## src/cpacr_regs.svh

```systemverilog
// register offsets, field positions, reset values and serial-port constants for the clamp/power config bank
`ifndef CPACR_REGS_SVH
`define CPACR_REGS_SVH

// ----------------------------------------------------------------------------
// subaddresses
// ----------------------------------------------------------------------------
`define CPACR_OFS_LEVEL_FILTER   8'h28
`define CPACR_OFS_REQUIRED       8'h29
`define CPACR_OFS_FINE_CLAMP     8'h2A
`define CPACR_OFS_POWER_DOWN     8'h2B
`define CPACR_OFS_CONV_BIAS      8'h2C
`define CPACR_OFS_COARSE_CLAMP   8'h2D

// ----------------------------------------------------------------------------
// reset values
// ----------------------------------------------------------------------------
`define CPACR_RST_LEVEL_FILTER   8'h03
`define CPACR_RST_REQUIRED       8'h08
`define CPACR_RST_FINE_CLAMP     8'h07
`define CPACR_RST_POWER_DOWN     8'h00
`define CPACR_RST_CONV_BIAS      8'h50
`define CPACR_RST_COARSE_CLAMP   8'h00
`define CPACR_UNMAPPED_READ      8'h00

// ----------------------------------------------------------------------------
// field positions
// ----------------------------------------------------------------------------
`define CPACR_LEVEL_COEF_HI      2
`define CPACR_LEVEL_COEF_LO      0
`define CPACR_FINE_CM_SHIFT      7
`define CPACR_FINE_SWSEL_HI      4
`define CPACR_FINE_SWSEL_LO      3
`define CPACR_FINE_CLAMP_GB_EN            1
`define CPACR_FINE_R             0
`define CPACR_PD_SOG             6
`define CPACR_PD_SLICER          5
`define CPACR_PD_REF             4
`define CPACR_PD_CURRENT         3
`define CPACR_PD_CONV_BLUE       2
`define CPACR_PD_CONV_GREEN      1
`define CPACR_PD_CONV_RED        0
`define CPACR_CONV_BIAS_HI       7
`define CPACR_CONV_BIAS_LO       4
`define CPACR_CLAMP_BIAS_HI      3
`define CPACR_CLAMP_BIAS_LO      0
`define CPACR_COARSE_CHG_HI      7
`define CPACR_COARSE_CHG_LO      6
`define CPACR_COARSE_BLUE        2
`define CPACR_COARSE_GREEN       1
`define CPACR_COARSE_RED         0

// ----------------------------------------------------------------------------
// clamp bias arithmetic (microamps) and serial framing
// ----------------------------------------------------------------------------
`define CPACR_BIAS_BASE_UA       6'h02
`define CPACR_BIAS_STEP_UA       6'h02
`define CPACR_BITS_PER_BYTE      4'h8

`endif

```

## src/cpacr_pkg.sv

```systemverilog
// types shared by the clamp/power config bank
`default_nettype none

package cpacr_pkg;
    typedef logic [7:0] cpacr_byte_t;

    typedef enum logic [3:0] {
        SER_IDLE,
        SER_DEV_ADDR,
        SER_DEV_ACK,
        SER_SUB_ADDR,
        SER_SUB_ACK,
        SER_WR_DATA,
        SER_WR_ACK,
        SER_RD_DATA,
        SER_RD_ACK
    } cpacr_ser_state_e;
endpackage

`default_nettype wire

```

## src/cpacr_reg_file.sv

```systemverilog
// storage and read mux for subaddresses 28h..2Dh
`default_nettype none
`include "cpacr_regs.svh"

module cpacr_reg_file #(
    parameter int NUM_REGS = 6
) (
    input  wire logic                clock,
    input  wire logic                srst,
    input  wire logic                ce,
    input  wire logic                wrEn,
    input  wire cpacr_pkg::cpacr_byte_t addr,
    input  wire cpacr_pkg::cpacr_byte_t wrData,
    output cpacr_pkg::cpacr_byte_t   rdData,
    output cpacr_pkg::cpacr_byte_t   regLevel,
    output cpacr_pkg::cpacr_byte_t   regRequired,
    output cpacr_pkg::cpacr_byte_t   regFine,
    output cpacr_pkg::cpacr_byte_t   regPower,
    output cpacr_pkg::cpacr_byte_t   regConv,
    output cpacr_pkg::cpacr_byte_t   regCoarse
);
    import cpacr_pkg::*;

    localparam int IDX_W = $clog2(NUM_REGS);

    cpacr_byte_t regs      [NUM_REGS];
    cpacr_byte_t next_regs [NUM_REGS];

    // ------------------------------------------------------------------------
    // address decode
    // ------------------------------------------------------------------------
    function automatic logic regHit(input cpacr_byte_t a);
        regHit = (a >= `CPACR_OFS_LEVEL_FILTER) && (a <= `CPACR_OFS_COARSE_CLAMP);
    endfunction

    function automatic logic [IDX_W-1:0] regIdx(input cpacr_byte_t a);
        cpacr_byte_t diff;
        diff = a - `CPACR_OFS_LEVEL_FILTER;
        regIdx = diff[IDX_W-1:0];
    endfunction

    function automatic cpacr_byte_t resetValue(input int idx);
        case (idx)
            0:       resetValue = `CPACR_RST_LEVEL_FILTER;
            1:       resetValue = `CPACR_RST_REQUIRED;
            2:       resetValue = `CPACR_RST_FINE_CLAMP;
            3:       resetValue = `CPACR_RST_POWER_DOWN;
            4:       resetValue = `CPACR_RST_CONV_BIAS;
            default: resetValue = `CPACR_RST_COARSE_CLAMP;
        endcase
    endfunction

    // ------------------------------------------------------------------------
    // storage
    // ------------------------------------------------------------------------
    // all eight bits are stored, reserved ones too, so readback matches what was written
    always_comb begin
        for (int i = 0; i < NUM_REGS; i++) begin
            next_regs[i] = regs[i];
        end
        if (wrEn && regHit(addr)) begin
            next_regs[regIdx(addr)] = wrData;
        end
    end

    always_ff @(posedge clock) begin
        for (int i = 0; i < NUM_REGS; i++) begin
            if (srst) begin
                regs[i] <= resetValue(i);
            end else if (ce) begin
                regs[i] <= next_regs[i];
            end
        end
    end

    assign rdData      = regHit(addr) ? regs[regIdx(addr)] : `CPACR_UNMAPPED_READ;
    assign regLevel    = regs[0];
    assign regRequired = regs[1];
    assign regFine     = regs[2];
    assign regPower    = regs[3];
    assign regConv     = regs[4];
    assign regCoarse   = regs[5];
endmodule // cpacr_reg_file

`default_nettype wire

```

## src/cpacr_clamp_power_regs.sv

```systemverilog
// clamp, power-down and converter bias configuration bank behind the host serial control port
//
// Overview of operation
// - three-bit level filter code picks coefficient 1/2..1/256; reset picks 1/16
// - fine clamp bit 7 enables the ~300 mV common-mode offset; reset off
// - common-mode offset ignored while coarse clamp active or mid-level clamp selected
// - two-bit fine time constant, 00 longest (reset) to 11 shortest
// - fine clamp bit 1 enables green and blue fine clamps; reset on
// - fine clamp bit 0 enables red fine clamp; reset on
// - power bits 6..3 power down sync-on-green, slicer, reference, current control
// - power bits 2..0 power down blue, green, red converters; reset active
// - upper bias nibble sets converter bias current, reset 5h
// - lower bias nibble sets clamp bias current 2+2*code microamps, reset 0h
// - coarse bits 7:6 pick charge current, 00 highest (reset), 11 lowest
// - coarse bits 2..0 enable blue, green, red coarse clamps; reset off
// - any coarse clamp enabled forces the fine clamps off
`default_nettype none
`include "cpacr_regs.svh"

module cpacr_clamp_power_regs #(
    parameter logic [6:0] DEV_ADDR = 7'h5D // arbitrary value, set per board
) (
    input  wire logic  clock,
    input  wire logic  srst,
    input  wire logic  ce,
    input  wire logic  scl,
    input  wire logic  sdaIn,
    output logic       sdaOut,
    output logic       sdaOe,
    input  wire logic  fineMidLevelSel,
    output logic [2:0] levelFilterCoef,
    output logic [3:0] levelFilterShift,
    output logic       commonModeShiftEn,
    output logic [1:0] fineSwSel,
    output logic       fineClampGbEn,
    output logic       fineClampREn,
    output logic       sogPd,
    output logic       slicerPd,
    output logic       refPd,
    output logic       currentCtlPd,
    output logic       convBluePd,
    output logic       convGreenPd,
    output logic       convRedPd,
    output logic [3:0] convBiasCtl,
    output logic [3:0] clampBiasCode,
    output logic [5:0] clampBiasCurrent,
    output logic [1:0] coarseChargeSel,
    output logic       coarseBlueEn,
    output logic       coarseGreenEn,
    output logic       coarseRedEn
);
    import cpacr_pkg::*;

    // ------------------------------------------------------------------------
    // pin synchronisers
    // ------------------------------------------------------------------------
    logic sclMeta, sclSync, sclPrev;
    logic sdaMeta, sdaSync, sdaPrev;
    logic next_sclMeta, next_sclSync, next_sclPrev;
    logic next_sdaMeta, next_sdaSync, next_sdaPrev;

    always_comb begin
        next_sclMeta = scl;
        next_sclSync = sclMeta;
        next_sclPrev = sclSync;
        next_sdaMeta = sdaIn;
        next_sdaSync = sdaMeta;
        next_sdaPrev = sdaSync;
    end

    // idle bus is pulled high, so the chain resets high to avoid a false start
    always_ff @(posedge clock) begin
        if (srst) begin
            sclMeta <= 1'b1;
            sclSync <= 1'b1;
            sclPrev <= 1'b1;
            sdaMeta <= 1'b1;
            sdaSync <= 1'b1;
            sdaPrev <= 1'b1;
        end else if (ce) begin
            sclMeta <= next_sclMeta;
            sclSync <= next_sclSync;
            sclPrev <= next_sclPrev;
            sdaMeta <= next_sdaMeta;
            sdaSync <= next_sdaSync;
            sdaPrev <= next_sdaPrev;
        end
    end

    logic sclRise, sclFall, startCond, stopCond;
    assign sclRise   = sclSync & ~sclPrev;
    assign sclFall   = ~sclSync & sclPrev;
    assign startCond = sclSync & sclPrev & sdaPrev & ~sdaSync;
    assign stopCond  = sclSync & sclPrev & ~sdaPrev & sdaSync;

    // ------------------------------------------------------------------------
    // register storage
    // ------------------------------------------------------------------------
    cpacr_byte_t subAddr, rdData, shiftReg;
    cpacr_byte_t regLevel, regRequired, regFine, regPower, regConv, regCoarse;
    logic        regWrite;

    cpacr_reg_file #(
        .NUM_REGS (6)
    ) u_reg_file (
        .clock       (clock),
        .srst        (srst),
        .ce          (ce),
        .wrEn        (regWrite),
        .addr        (subAddr),
        .wrData      (shiftReg),
        .rdData      (rdData),
        .regLevel    (regLevel),
        .regRequired (regRequired),
        .regFine     (regFine),
        .regPower    (regPower),
        .regConv     (regConv),
        .regCoarse   (regCoarse)
    );

    // ------------------------------------------------------------------------
    // serial port slave
    // ------------------------------------------------------------------------
    cpacr_ser_state_e state, next_state;
    logic [3:0]       bitCnt, next_bitCnt;
    cpacr_byte_t      next_shiftReg, next_subAddr;
    logic             readMode, next_readMode;
    logic             next_sdaOe;

    // sda only changes after scl falls, so the master always samples a settled bit
    always_comb begin
        next_state    = state;
        next_bitCnt   = bitCnt;
        next_shiftReg = shiftReg;
        next_subAddr  = subAddr;
        next_readMode = readMode;
        next_sdaOe    = sdaOe;
        regWrite      = 1'b0;
        if (startCond) begin
            next_state  = SER_DEV_ADDR;
            next_bitCnt = 4'h0;
            next_sdaOe  = 1'b0;
        end else if (stopCond) begin
            next_state = SER_IDLE;
            next_sdaOe = 1'b0;
        end else begin
            case (state)
                SER_IDLE: begin
                end
                SER_DEV_ADDR, SER_SUB_ADDR, SER_WR_DATA: begin
                    if (sclRise) begin
                        next_shiftReg = {shiftReg[6:0], sdaSync};
                        next_bitCnt   = 4'(bitCnt + 4'h1);
                    end else if (sclFall && bitCnt == `CPACR_BITS_PER_BYTE) begin
                        next_bitCnt = 4'h0;
                        next_sdaOe  = 1'b1;
                        if (state == SER_DEV_ADDR) begin
                            next_readMode = shiftReg[0];
                            next_state    = SER_DEV_ACK;
                            if (shiftReg[7:1] != DEV_ADDR) begin
                                next_state = SER_IDLE;
                                next_sdaOe = 1'b0;
                            end
                        end else if (state == SER_SUB_ADDR) begin
                            next_subAddr = shiftReg;
                            next_state   = SER_SUB_ACK;
                        end else begin
                            regWrite     = 1'b1;
                            next_subAddr = subAddr + 8'h01;
                            next_state   = SER_WR_ACK;
                        end
                    end
                end
                SER_DEV_ACK: begin
                    if (sclFall) begin
                        if (readMode) begin
                            next_shiftReg = rdData;
                            next_subAddr  = subAddr + 8'h01;
                            next_sdaOe    = ~rdData[7];
                            next_bitCnt   = 4'h1;
                            next_state    = SER_RD_DATA;
                        end else begin
                            next_sdaOe = 1'b0;
                            next_state = SER_SUB_ADDR;
                        end
                    end
                end
                SER_SUB_ACK, SER_WR_ACK: begin
                    if (sclFall) begin
                        next_sdaOe = 1'b0;
                        next_state = SER_WR_DATA;
                    end
                end
                SER_RD_DATA: begin
                    if (sclFall) begin
                        if (bitCnt == `CPACR_BITS_PER_BYTE) begin
                            next_sdaOe  = 1'b0;
                            next_bitCnt = 4'h0;
                            next_state  = SER_RD_ACK;
                        end else begin
                            next_shiftReg = {shiftReg[6:0], 1'b0};
                            next_sdaOe    = ~shiftReg[6];
                            next_bitCnt   = 4'(bitCnt + 4'h1);
                        end
                    end
                end
                SER_RD_ACK: begin
                    // master ack reuses the device-ack load path for the next byte
                    if (sclRise) begin
                        next_state = sdaSync ? SER_IDLE : SER_DEV_ACK;
                    end
                end
                default: begin
                    next_state = SER_IDLE;
                    next_sdaOe = 1'b0;
                end
            endcase
        end
    end

    always_ff @(posedge clock) begin
        if (srst) begin
            state    <= SER_IDLE;
            bitCnt   <= 4'h0;
            shiftReg <= 8'h00;
            subAddr  <= 8'h00;
            readMode <= 1'b0;
            sdaOe    <= 1'b0;
            sdaOut   <= 1'b0;
        end else if (ce) begin
            state    <= next_state;
            bitCnt   <= next_bitCnt;
            shiftReg <= next_shiftReg;
            subAddr  <= next_subAddr;
            readMode <= next_readMode;
            sdaOe    <= next_sdaOe;
            sdaOut   <= 1'b0;
        end
    end

    // ------------------------------------------------------------------------
    // analog front-end controls
    // ------------------------------------------------------------------------
    function automatic logic [5:0] biasMicroamps(input logic [3:0] code);
        biasMicroamps = `CPACR_BIAS_BASE_UA + 6'(`CPACR_BIAS_STEP_UA * {2'h0, code});
    endfunction

    logic       coarseAny;
    logic [2:0] next_levelFilterCoef;
    logic [3:0] next_levelFilterShift;
    logic       next_commonModeShiftEn, next_fineClampGbEn, next_fineClampREn;
    logic [1:0] next_fineSwSel, next_coarseChargeSel;
    logic [6:0] next_powerBits;
    logic [3:0] next_convBiasCtl, next_clampBiasCode;
    logic [5:0] next_clampBiasCurrent;
    logic [2:0] next_coarseEn;

    // outputs follow the registers one cycle later; the override costs no extra delay
    always_comb begin
        coarseAny             = |regCoarse[`CPACR_COARSE_BLUE:`CPACR_COARSE_RED];
        next_levelFilterCoef  = regLevel[`CPACR_LEVEL_COEF_HI:`CPACR_LEVEL_COEF_LO];
        next_levelFilterShift = 4'({1'b0, next_levelFilterCoef} + 4'h1);
        next_commonModeShiftEn = regFine[`CPACR_FINE_CM_SHIFT] & ~coarseAny & ~fineMidLevelSel;
        next_fineSwSel        = regFine[`CPACR_FINE_SWSEL_HI:`CPACR_FINE_SWSEL_LO];
        next_fineClampGbEn    = regFine[`CPACR_FINE_CLAMP_GB_EN] & ~coarseAny;
        next_fineClampREn     = regFine[`CPACR_FINE_R] & ~coarseAny;
        next_powerBits        = regPower[`CPACR_PD_SOG:`CPACR_PD_CONV_RED];
        next_convBiasCtl      = regConv[`CPACR_CONV_BIAS_HI:`CPACR_CONV_BIAS_LO];
        next_clampBiasCode    = regConv[`CPACR_CLAMP_BIAS_HI:`CPACR_CLAMP_BIAS_LO];
        next_clampBiasCurrent = biasMicroamps(next_clampBiasCode);
        next_coarseChargeSel  = regCoarse[`CPACR_COARSE_CHG_HI:`CPACR_COARSE_CHG_LO];
        next_coarseEn         = regCoarse[`CPACR_COARSE_BLUE:`CPACR_COARSE_RED];
    end

    always_ff @(posedge clock) begin
        if (srst) begin
            levelFilterCoef   <= 3'h3;
            levelFilterShift  <= 4'h4;
            commonModeShiftEn <= 1'b0;
            fineSwSel         <= 2'h0;
            fineClampGbEn     <= 1'b1;
            fineClampREn      <= 1'b1;
            sogPd             <= 1'b0;
            slicerPd          <= 1'b0;
            refPd             <= 1'b0;
            currentCtlPd      <= 1'b0;
            convBluePd        <= 1'b0;
            convGreenPd       <= 1'b0;
            convRedPd         <= 1'b0;
            convBiasCtl       <= 4'h5;
            clampBiasCode     <= 4'h0;
            clampBiasCurrent  <= 6'h02;
            coarseChargeSel   <= 2'h0;
            coarseBlueEn      <= 1'b0;
            coarseGreenEn     <= 1'b0;
            coarseRedEn       <= 1'b0;
        end else if (ce) begin
            levelFilterCoef   <= next_levelFilterCoef;
            levelFilterShift  <= next_levelFilterShift;
            commonModeShiftEn <= next_commonModeShiftEn;
            fineSwSel         <= next_fineSwSel;
            fineClampGbEn     <= next_fineClampGbEn;
            fineClampREn      <= next_fineClampREn;
            sogPd             <= next_powerBits[6];
            slicerPd          <= next_powerBits[5];
            refPd             <= next_powerBits[4];
            currentCtlPd      <= next_powerBits[3];
            convBluePd        <= next_powerBits[2];
            convGreenPd       <= next_powerBits[1];
            convRedPd         <= next_powerBits[0];
            convBiasCtl       <= next_convBiasCtl;
            clampBiasCode     <= next_clampBiasCode;
            clampBiasCurrent  <= next_clampBiasCurrent;
            coarseChargeSel   <= next_coarseChargeSel;
            coarseBlueEn      <= next_coarseEn[2];
            coarseGreenEn     <= next_coarseEn[1];
            coarseRedEn       <= next_coarseEn[0];
        end
    end
endmodule // cpacr_clamp_power_regs

`default_nettype wire

```

## config.mk

```make
export PLATFORM = sky130hd
export DESIGN_NAME = cpacr_clamp_power_regs
export DESIGN_NICKNAME = d
export VERILOG_FILES = /design/src/cpacr_pkg.sv /design/src/cpacr_reg_file.sv /design/src/cpacr_clamp_power_regs.sv
export VERILOG_INCLUDE_DIRS = /design/src
export SDC_FILE = /design/constraint.sdc
export NUM_CORES = 1
export LEC_CHECK = 0
export BUFFER_PORTS_ARGS = -buffer_cell sky130_fd_sc_hd__buf_2
export CORE_UTILIZATION = 55
export DETAILED_ROUTE_END_ITERATION = 10
export HOLD_SLACK_MARGIN = 0.02
export PLACE_DENSITY = 0.84
export SKIP_LAST_GASP = 1
export SYNTH_ARGS = -nofsm -noshare
export SYNTH_HDL_FRONTEND = slang
export SYNTH_SLANG_ARGS = --single-unit
```

## constraint.sdc

```tcl
create_clock -name clock -period 4 [get_ports clock]
set_input_delay 0.2 -clock clock [delete_from_list [all_inputs] [get_ports clock]]
set_output_delay 0.2 -clock clock [all_outputs]
set_load 0.02 [all_outputs]
```

==> results of run 1 <==
[per-layer routing]
| layer | vias to the layer above | GRT usage |
|---|---|---|
| li1 | 2262 | - |
| met1 | 2399 | 0.334 |
| met3 | 36 | 0.0711 |
| met4 | 0 | 0.138 |
| met2 | 210 | 0.431 |
| met5 | - | 0 |
[synth_stat cells (3+ instances only)]
cell,number
o21ai_0,17
o22ai_1,3
ha_1,8
buf_2,7
or3_1,4
dfxtp_1,72
o221ai_1,4
nor3_1,6
o211ai_1,3
a21oi_1,19
a211oi_1,11
mux2i_1,74
a22oi_1,7
buf_1,3
inv_1,14
o31ai_1,5
nor2_1,76
nand4_1,5
buf_6,3
nand2b_1,6
edfxtp_1,48
nand3_1,14
clkbuf_1,33
mux2_2,14
xnor2_1,3
a31oi_1,3
nand2_1,65
mux4_2,8
a221o_1,3
[kinds of logic after synthesis]
group	after synthesis	synth area share
flops	120	0.466
compound gates	105	0.128
mux	96	0.174
simple gates	207	0.163
xor+xnor	5	0.00708
buf+inv	63	0.0445
fa+ha+maj	8	0.0162
other cells	1	0.000606
[final timing paths]
kind | from | to | slack, ps | cells past startpoint
max | subAddr[0] | u_reg_file.regs[0][6] | 1390 | 5
min | fineMidLevelSel | commonModeShiftEn | 90 | 4
max reg2reg | subAddr[0] | u_reg_file.regs[0][6] | 1390 | 5
min reg2reg | levelFilterShift[0] | levelFilterShift[0] | 450 | 1
[cell type report]
type	count	area share
Inverter	15	0.00811
Sequential cell	120	0.415
Clock inverter	10	0.0114
Multi-Input combinational cell	423	0.437
Tap cell	140	0.0252
Timing Repair Buffer	50	0.0393
Clock buffer	22	0.0638
[stage by stage]
step / cells / utilization / total power [mW] / worst slack (ps) / hold WS [ps]
floorplan: 606 / - / 1.49 / 1270 / 328
global placement: 746 / 0.588 / 1.53 / 1480 / 415
finish: 780 / 0.637 / 2.88 / 1390 / 86.3
CTS: 780 / 0.637 / 2.88 / 1390 / 67.0
detailed placement: 746 / 0.588 / 1.54 / 1400 / 421
global route: 780 / 0.637 / 2.95 / 1210 / 128
[what timing repair did]
item,CTS,global route
hold buffers,2,0
hold endpoints to repair,2,0
gates resized for setup,0,0
setup buffers,0,0
[sequential cells by signal, indices dropped and copies added, names as in the netlist, 3 cells and up, named ones only]
register and count:
u_reg_file.regs 48, shiftReg 8, subAddr 8, clampBiasCurrent 5, bitCnt 4, clampBiasCode 4
convBiasCtl 4, levelFilterShift 4, state 4, levelFilterCoef 3
[worst register-to-register path: stages (launching register included)]
cell and delay, ps:
dfxtp_1 490, inv_1 180, ha_1 230, nor3b_1 450, nor3_1 130, a41o_2 680
[power breakdown]
group | leakage, nW | switching, mW | internal (mW)
registers | 1.06 | 0.0322 | 1.32
logic | 1.31 | 0.110 | 0.0628
clock network | 0.262 | 0.525 | 0.830
total | 2.63 | 0.667 | 2.21
==> reports/results.tsv, run 1 <==
stage	metric	value	unit
pwr	irDropWorstVdd	0.339	mV
timing	max_clock_freq	0.384	GHz
worst_setup_path	critPathKind	register to register	
synthesis	yosysWarnings	0	
detailed_routing	drc	0	
timing	hold_viol_final	0	
synthesis	synth_edf_count	48	
worst_setup_path	cp.required	4110	ps
finish	final_nets	641	
clock_tree	clock_latency	530	ps
detailed_routing	wl_met3	973	microns
job	maxCapViolCount	0	
floorplan	fp.coreArea	0.0109	sq mm
finish	num-fill-cells	820	
synthesis	netlist_area	0.00618	sq mm
detailed_routing	firstDrtPassIters	5	
finish	final_cell_mix	nor2_1 (76), mux2i_1 (74), dfxtp_1 (72), nand2_1 (65), edfxtp_1 (48)	
finish	drive_gt1_frac	0.184	
global_route	grt_max_degree	61	
timing	min_period_over_period	0.652	
worst_setup_path	critPathTopFamily	compound AO/OA/AOI/OAI gates	
synthesis	yosysTopAreaCell	dfxtp_1	
detailed_routing	num_vias	4907	
timing	layout_min_cycle_time	2610	ps
synthesis	ys_seq_area_frac	0.466	
clock_tree	numCtsBuffers	17	
synthesis	synthFlopType	dfxtp_1	
floorplan	start_util	0.568	
clock_tree	clock-root-buffer	clkbuf_8	
detailed_routing	wl_per_cell	18.7	microns
synthesis	ys_async_sr_fraction	0	
worst_setup_path	arrival	2720	ps
worst_setup_path	path_cells	inv_1, ha_1, nor3b_1, nor3_1, a41o_2	
timing	timing.slew.headroom	0.126	
placed_design	gp_congestion	0.912	
clock_tree	htreeDepth	4	
floorplan	die_height	108	microns
global_route	grt_overflow	0	
synthesis	synth_cells	605	
synthesis	synth_area_leaders	dfxtp_1 (23%), edfxtp_1 (23%), mux2i_1 (12%)	
worst_setup_path	endpoint_kind	register	
worst_setup_path	start_kind	register	
floorplan	io_pins	46	
run_status	outcome	completed	
global_route	first_global_vias	4720	
worst_setup_path	critical_path_buf_inv_count	1	
finish	multi_input_area	0.00303	sq mm
detailed_routing	wl_met1	6.10	mm
floorplan	die_w	108	microns
synthesis	synth_top_area_share	0.233	
floorplan	row_count	38	
placed_design	dp_hpwl	9.22	mm
synthesis	syn_avg_cell_area	10.2	sq um
timing	maxSlewViolCount	0	
finish	final_common_cell	nor2_1	
timing	worst_slew_pin_slew	1300	ps
detailed_routing	wl	14.6	mm
clock_tree	clkTransAtPathRegs	60	ps
clock_tree	clockBufferDepth	2	
clock_tree	cts_tree	built	
placed_design	port_buffers	43	
detailed_routing	met2_length	7.19	mm
timing	setup_viol_count_final	0	
pwr	leakage	2.63	nW
global_route	grt_use_total	0.269	
floorplan	dieArea	0.0117	sq mm
detailed_routing	viasPerCell	6.29	
timing	fin_worst_skew	4.46	ps
finish	antenna_cells	0	
worst_setup_path	worst-path-max-fanout	48	
detailed_routing	highest_layer	met4	
finish	register_area	0.00288	sq mm
timing	grt_setup_unrepaired	no	
placed_design	placed_area	0.00640	sq mm
synthesis	synth-seq-cells	120	
min_path	holdCritPathClass	input pin to register	
timing	tns	0	ps
finish	area_growth	12.2	%
clock_tree	clock_sinks	120	
finish	postLayoutCellArea	0.00694	sq mm
worst_setup_path	slowest_delay	680	ps
global_route	antenna_found_initial	0	
detailed_routing	drt_iter0_drc	392	
synthesis	ys_types	81	
detailed_routing	ant_nets	0	
pwr	p_per_area	414	mW/mm^2
worst_setup_path	slowest_stage	a41o_2	
global_route	grt_pass1_wl	23.8	mm
(Power assumes the default switching activity.)
==> inputs of run 2 (changes only) <==
- ABC_AREA: default -> 1
- CORE_UTILIZATION: 55 -> 54
- PLACE_DENSITY: 0.84 -> 0.86
- clock period: 4 -> 2.3 ns (I/O delays scaled with it)
==> run 2 against run 1 <==
  * First-iteration DRC count grew 71%
  * Sequential cell count is the same
  * Register-to-register slack lost 1100 ps
  * Core utilization grew 0.85 points
  * Critical path depth grew 4
  * Design area grew 1.3%
  * Worst hold slack gained 23 ps
  * Routed wire length grew 7.2%
  * Synthesized area shrank 2.0%
==> reports/results.tsv, run 2 <==
stage	metric	value	unit	change
clock_tree	cts_tree	built		unchanged
worst_setup_path	cp_common_cell	nand2_1		
timing	tns	0	ps	unchanged
synthesis	netlist_area	0.00606	sq mm	was 0.00618 sq mm
global_route	first_global_vias	4887		was 4720
synthesis	ys_async_sr_fraction	0		unchanged
worst_setup_path	slowest_stage	dfxtp_1		was a41o_2
detailed_routing	drt_iter0_drc	669		was 392
clock_tree	htreeDepth	4		unchanged
pwr	comb_power_share	0.266		was 0.060
timing	grt_setup_unrepaired	no		unchanged
pwr	power	7.09	mW	was 2.88 mW
timing	max_clock_freq	0.509	GHz	was 0.384 GHz
worst_setup_path	start_kind	register		unchanged
clock_tree	clock_latency	540	ps	was 530 ps
timing	setup_viol_count_final	0		unchanged
floorplan	die_w	108	microns	about the same
worst_setup_path	critical_path_buf_inv_count	2		was 1
detailed_routing	num_vias	5655		was 4907
global_route	grt_use_total	0.278		was 0.269
finish	final_nets	841		was 641
placed_design	post-place-ws	360	ps	was 1400 ps
synthesis	synth_top_family_by_area	simple AND/OR/NAND/NOR gates		was multiplexers
detailed_routing	viasPerCell	5.77		was 6.29
clock_tree	clock-root-buffer	clkbuf_8		unchanged
synthesis	yosysWarnings	0		unchanged
finish	drive_gt1_frac	0.156		was 0.184
synthesis	ys_seq_area_frac	0.476		was 0.466
pwr	p_int	4.45	mW	was 2.21 mW
pwr	p_switching	2.64	mW	was 0.667 mW
global_route	grt_pass1_wl	24.6	mm	was 23.8 mm
global_route	grt_overflow	0		unchanged
run_status	outcome	completed		unchanged
placed_design	port_buffers	43		unchanged
job	maxCapViolCount	0		unchanged
pwr	irDropWorstVdd	0.531	mV	was 0.339 mV
synthesis	synthMuxAreaShare	0		was 0.174
synthesis	synth_fa_ha_area_frac	0.0165		was 0.0162
timing	layout_min_cycle_time	1960	ps	was 2610 ps
floorplan	die_height	108	microns	about the same
timing	hold_viol_final	0		unchanged
pwr	p_per_area	1010	mW/mm^2	was 414 mW/mm^2
worst_setup_path	cp.required	2520	ps	was 4110 ps
synthesis	synth_cells	783		was 605
pwr	clkPwrFrac	0.346		was 0.471
worst_setup_path	critPathTopFamily	simple AND/OR/NAND/NOR gates		was compound AO/OA/AOI/OAI gates
floorplan	io_pins	46		unchanged
min_path	holdCritPathClass	input pin to register		unchanged
worst_setup_path	critPathKind	register to register		unchanged
timing	fin_worst_skew	7.95	ps	was 4.46 ps
synthesis	ys_types	39		was 81
pwr	leakage	2.93	nW	was 2.63 nW
floorplan	fp.coreArea	0.0109	sq mm	unchanged
placed_design	dp_hpwl	10.2	mm	was 9.22 mm
synthesis	synth-seq-cells	120		unchanged
finish	final_cell_mix	nand2_1 (136), o21ai_0 (101), nor2_1 (99), a21oi_1 (95), dfxtp_1 (71)		was nor2_1 (76), mux2i_1 (74), dfxtp_1 (72), nand2_1 (65), edfxtp_1 (48)
clock_tree	clockBufferDepth	2		unchanged
detailed_routing	drc	0		unchanged
floorplan	dieArea	0.0117	sq mm	about the same
finish	largest_reg_flops	48		unchanged
synthesis	synth_area_leaders	dfxtp_1 (24%), edfxtp_1 (24%), o21ai_0 (8.5%)		was dfxtp_1 (23%), edfxtp_1 (23%), mux2i_1 (12%)
finish	area_growth	16.0	%	was 12.2%
detailed_routing	wl_per_cell	16.0	microns	was 18.7 microns
worst_setup_path	arrival	2180	ps	was 2720 ps
detailed_routing	ant_nets	0		unchanged
synthesis	synth_compound_area_frac	0.187		was 0.128
global_route	grt_max_degree	56		was 61
placed_design	gp_congestion	0.894		was 0.912
clock_tree	clock_sinks	120		unchanged
finish	regMostFlops	u_reg_file.regs		unchanged
timing	timing.slew.headroom	0.649		was 0.126
finish	antenna_cells	0		unchanged
worst_setup_path	endpoint_kind	register		unchanged
global_route	antenna_found_initial	1		was 0
timing	min_period_over_period	0.854		was 0.652
worst_setup_path	worst-path-max-fanout	48		unchanged
synthesis	synth.most_common_cell	nand2_1		was nor2_1
floorplan	start_util	0.557		was 0.568
pwr	seq_power_share	0.387		was 0.469
finish	num-fill-cells	870		was 820
synthesis	synth_xor_area_frac	0.00578		was 0.00708
synthesis	synth_top_area_share	0.238		was 0.233
detailed_routing	wl	15.7	mm	was 14.6 mm
clock_tree	numCtsBuffers	17		unchanged
finish	top_regs	u_reg_file.regs (48), shiftReg (8), subAddr (8)		unchanged
detailed_routing	firstDrtPassIters	6		was 5
timing	worst_slew_pin_slew	523	ps	was 1300 ps
clock_tree	clkTransAtPathRegs	60	ps	about the same
synthesis	syn_avg_cell_area	7.74	sq um	was 10.2 sq um
synthesis	synth_top_cells_by_count	nand2_1 (136), o21ai_0 (103), nor2_1 (100), a21oi_1 (95), dfxtp_1 (72)		was nor2_1 (76), mux2i_1 (74), dfxtp_1 (72), nand2_1 (65), edfxtp_1 (48)
floorplan	row_count	38		unchanged
timing	maxSlewViolCount	0		unchanged
worst_setup_path	path_cells	inv_1, ha_1, nand2_1, nor2_1, nand2_1, a21oi_1, nand3_2, o21ai_4, buf_12		was inv_1, ha_1, nor3b_1, nor3_1, a41o_2
synthesis	yosysTopAreaCell	dfxtp_1		unchanged
timing	worst_slack	336	ps	was 1390 ps
pwr	switching_share	0.372		was 0.232
synthesis	yosys.area_share.simple	0.245		was 0.163
finish	final_common_cell	nand2_1		was nor2_1
worst_setup_path	slowest_delay	330	ps	was 680 ps
synthesis	synthFlopType	dfxtp_1		unchanged
synthesis	synth_edf_count	48		unchanged
==> run 2: changes by cell type after synthesis, sizes merged, moves of 7 or more <==
| cell | delta |
|---|---|
| mux2 | -14 |
| clkbuf | -8 |
| a211oi | -9 |
| a22oi | -7 |
| a21oi | +78 |
| nand2b | -7 |
| nand3 | +38 |
| inv | +50 |
| nor2 | +32 |
| mux2i | -74 |
| nand2 | +79 |
| mux4 | -8 |
| o21ai | +95 |
==> run 2: through the flow <==
stage | std cells | instance area, sq um | utilization | hold WS, ps
final | 980 | 7030 | 0.646 | 109
after global routing | 980 | 7030 | 0.646 | 139
after CTS | 980 | 7030 | 0.646 | 113
after detailed placement | 944 | 6440 | 0.592 | 334
after global placement | 944 | 6440 | 0.592 | 340
after floorplan | 784 | 6120 | - | 241
==> run 2: power by group through the flow <==
stage	combinational [mW]	clock, mW	sequential [mW]
2_1_floorplan	1.37	0	2.74
3_3_place_gp	1.78	0	2.77
3_5_place_dp	1.81	0	2.78
4_1_cts	1.85	2.45	2.73
5_1_grt	2.08	2.56	2.78
6_report	1.89	2.45	2.75
==> run 2: tightest hold or removal path, delay by kind of cell <==
kind | cells | cell delay [ps]
buffers and inverters | 2 | 320
and+or+nand+nor | 2 | 180
==> run 2: area by class of cell <==
| class | count | area (sq um) | share of cell area |
|---|---|---|---|
| Sequential cell | 120 | 2880 | 0.410 |
| Multi-Input combinational cell | 560 | 2810 | 0.399 |
| Clock buffer | 18 | 439 | 0.0624 |
| Timing Repair Buffer | 59 | 358 | 0.0509 |
| Inverter | 69 | 262 | 0.0372 |
| Tap cell | 140 | 175 | 0.0249 |
| Clock inverter | 14 | 109 | 0.0155 |
==> run 2: cell families after synthesis <==
family | after synthesis
AOI/OAI and AO/OA | 220
xor gates and xnor gates | 4
adders and majority gates | 8
buffers and inverters | 104
DFF | 120
other | 1
and+or+nand+nor | 326
==> run 2: final timing paths <==
check	startpoint	end	slack [ps]	cells past startpoint
min	ce	fineSwSel[1]	110	4
min reg2reg	convBiasCtl[0]	convBiasCtl[0]	460	2
max	bitCnt[0]	u_reg_file.regs[2][3]	340	9
max reg2reg	bitCnt[0]	u_reg_file.regs[2][3]	340	9
==> run 2: metal layers <==
layer / track usage / wire, microns / up-vias
met5: 0 / 0 / -
met4: 0.121 / 518 / 0
met3: 0.0717 / 1560 / 58
met2: 0.430 / 7070 / 327
met1: 0.369 / 6530 / 2540
li1: - / - / 2730
==> run 2: what timing repair did <==
item / CTS / global route
hold buffers: 4 / 0
hold endpoints to repair: 5 / 0
setup buffers: 0 / 0
gates resized for setup: 0 / 0
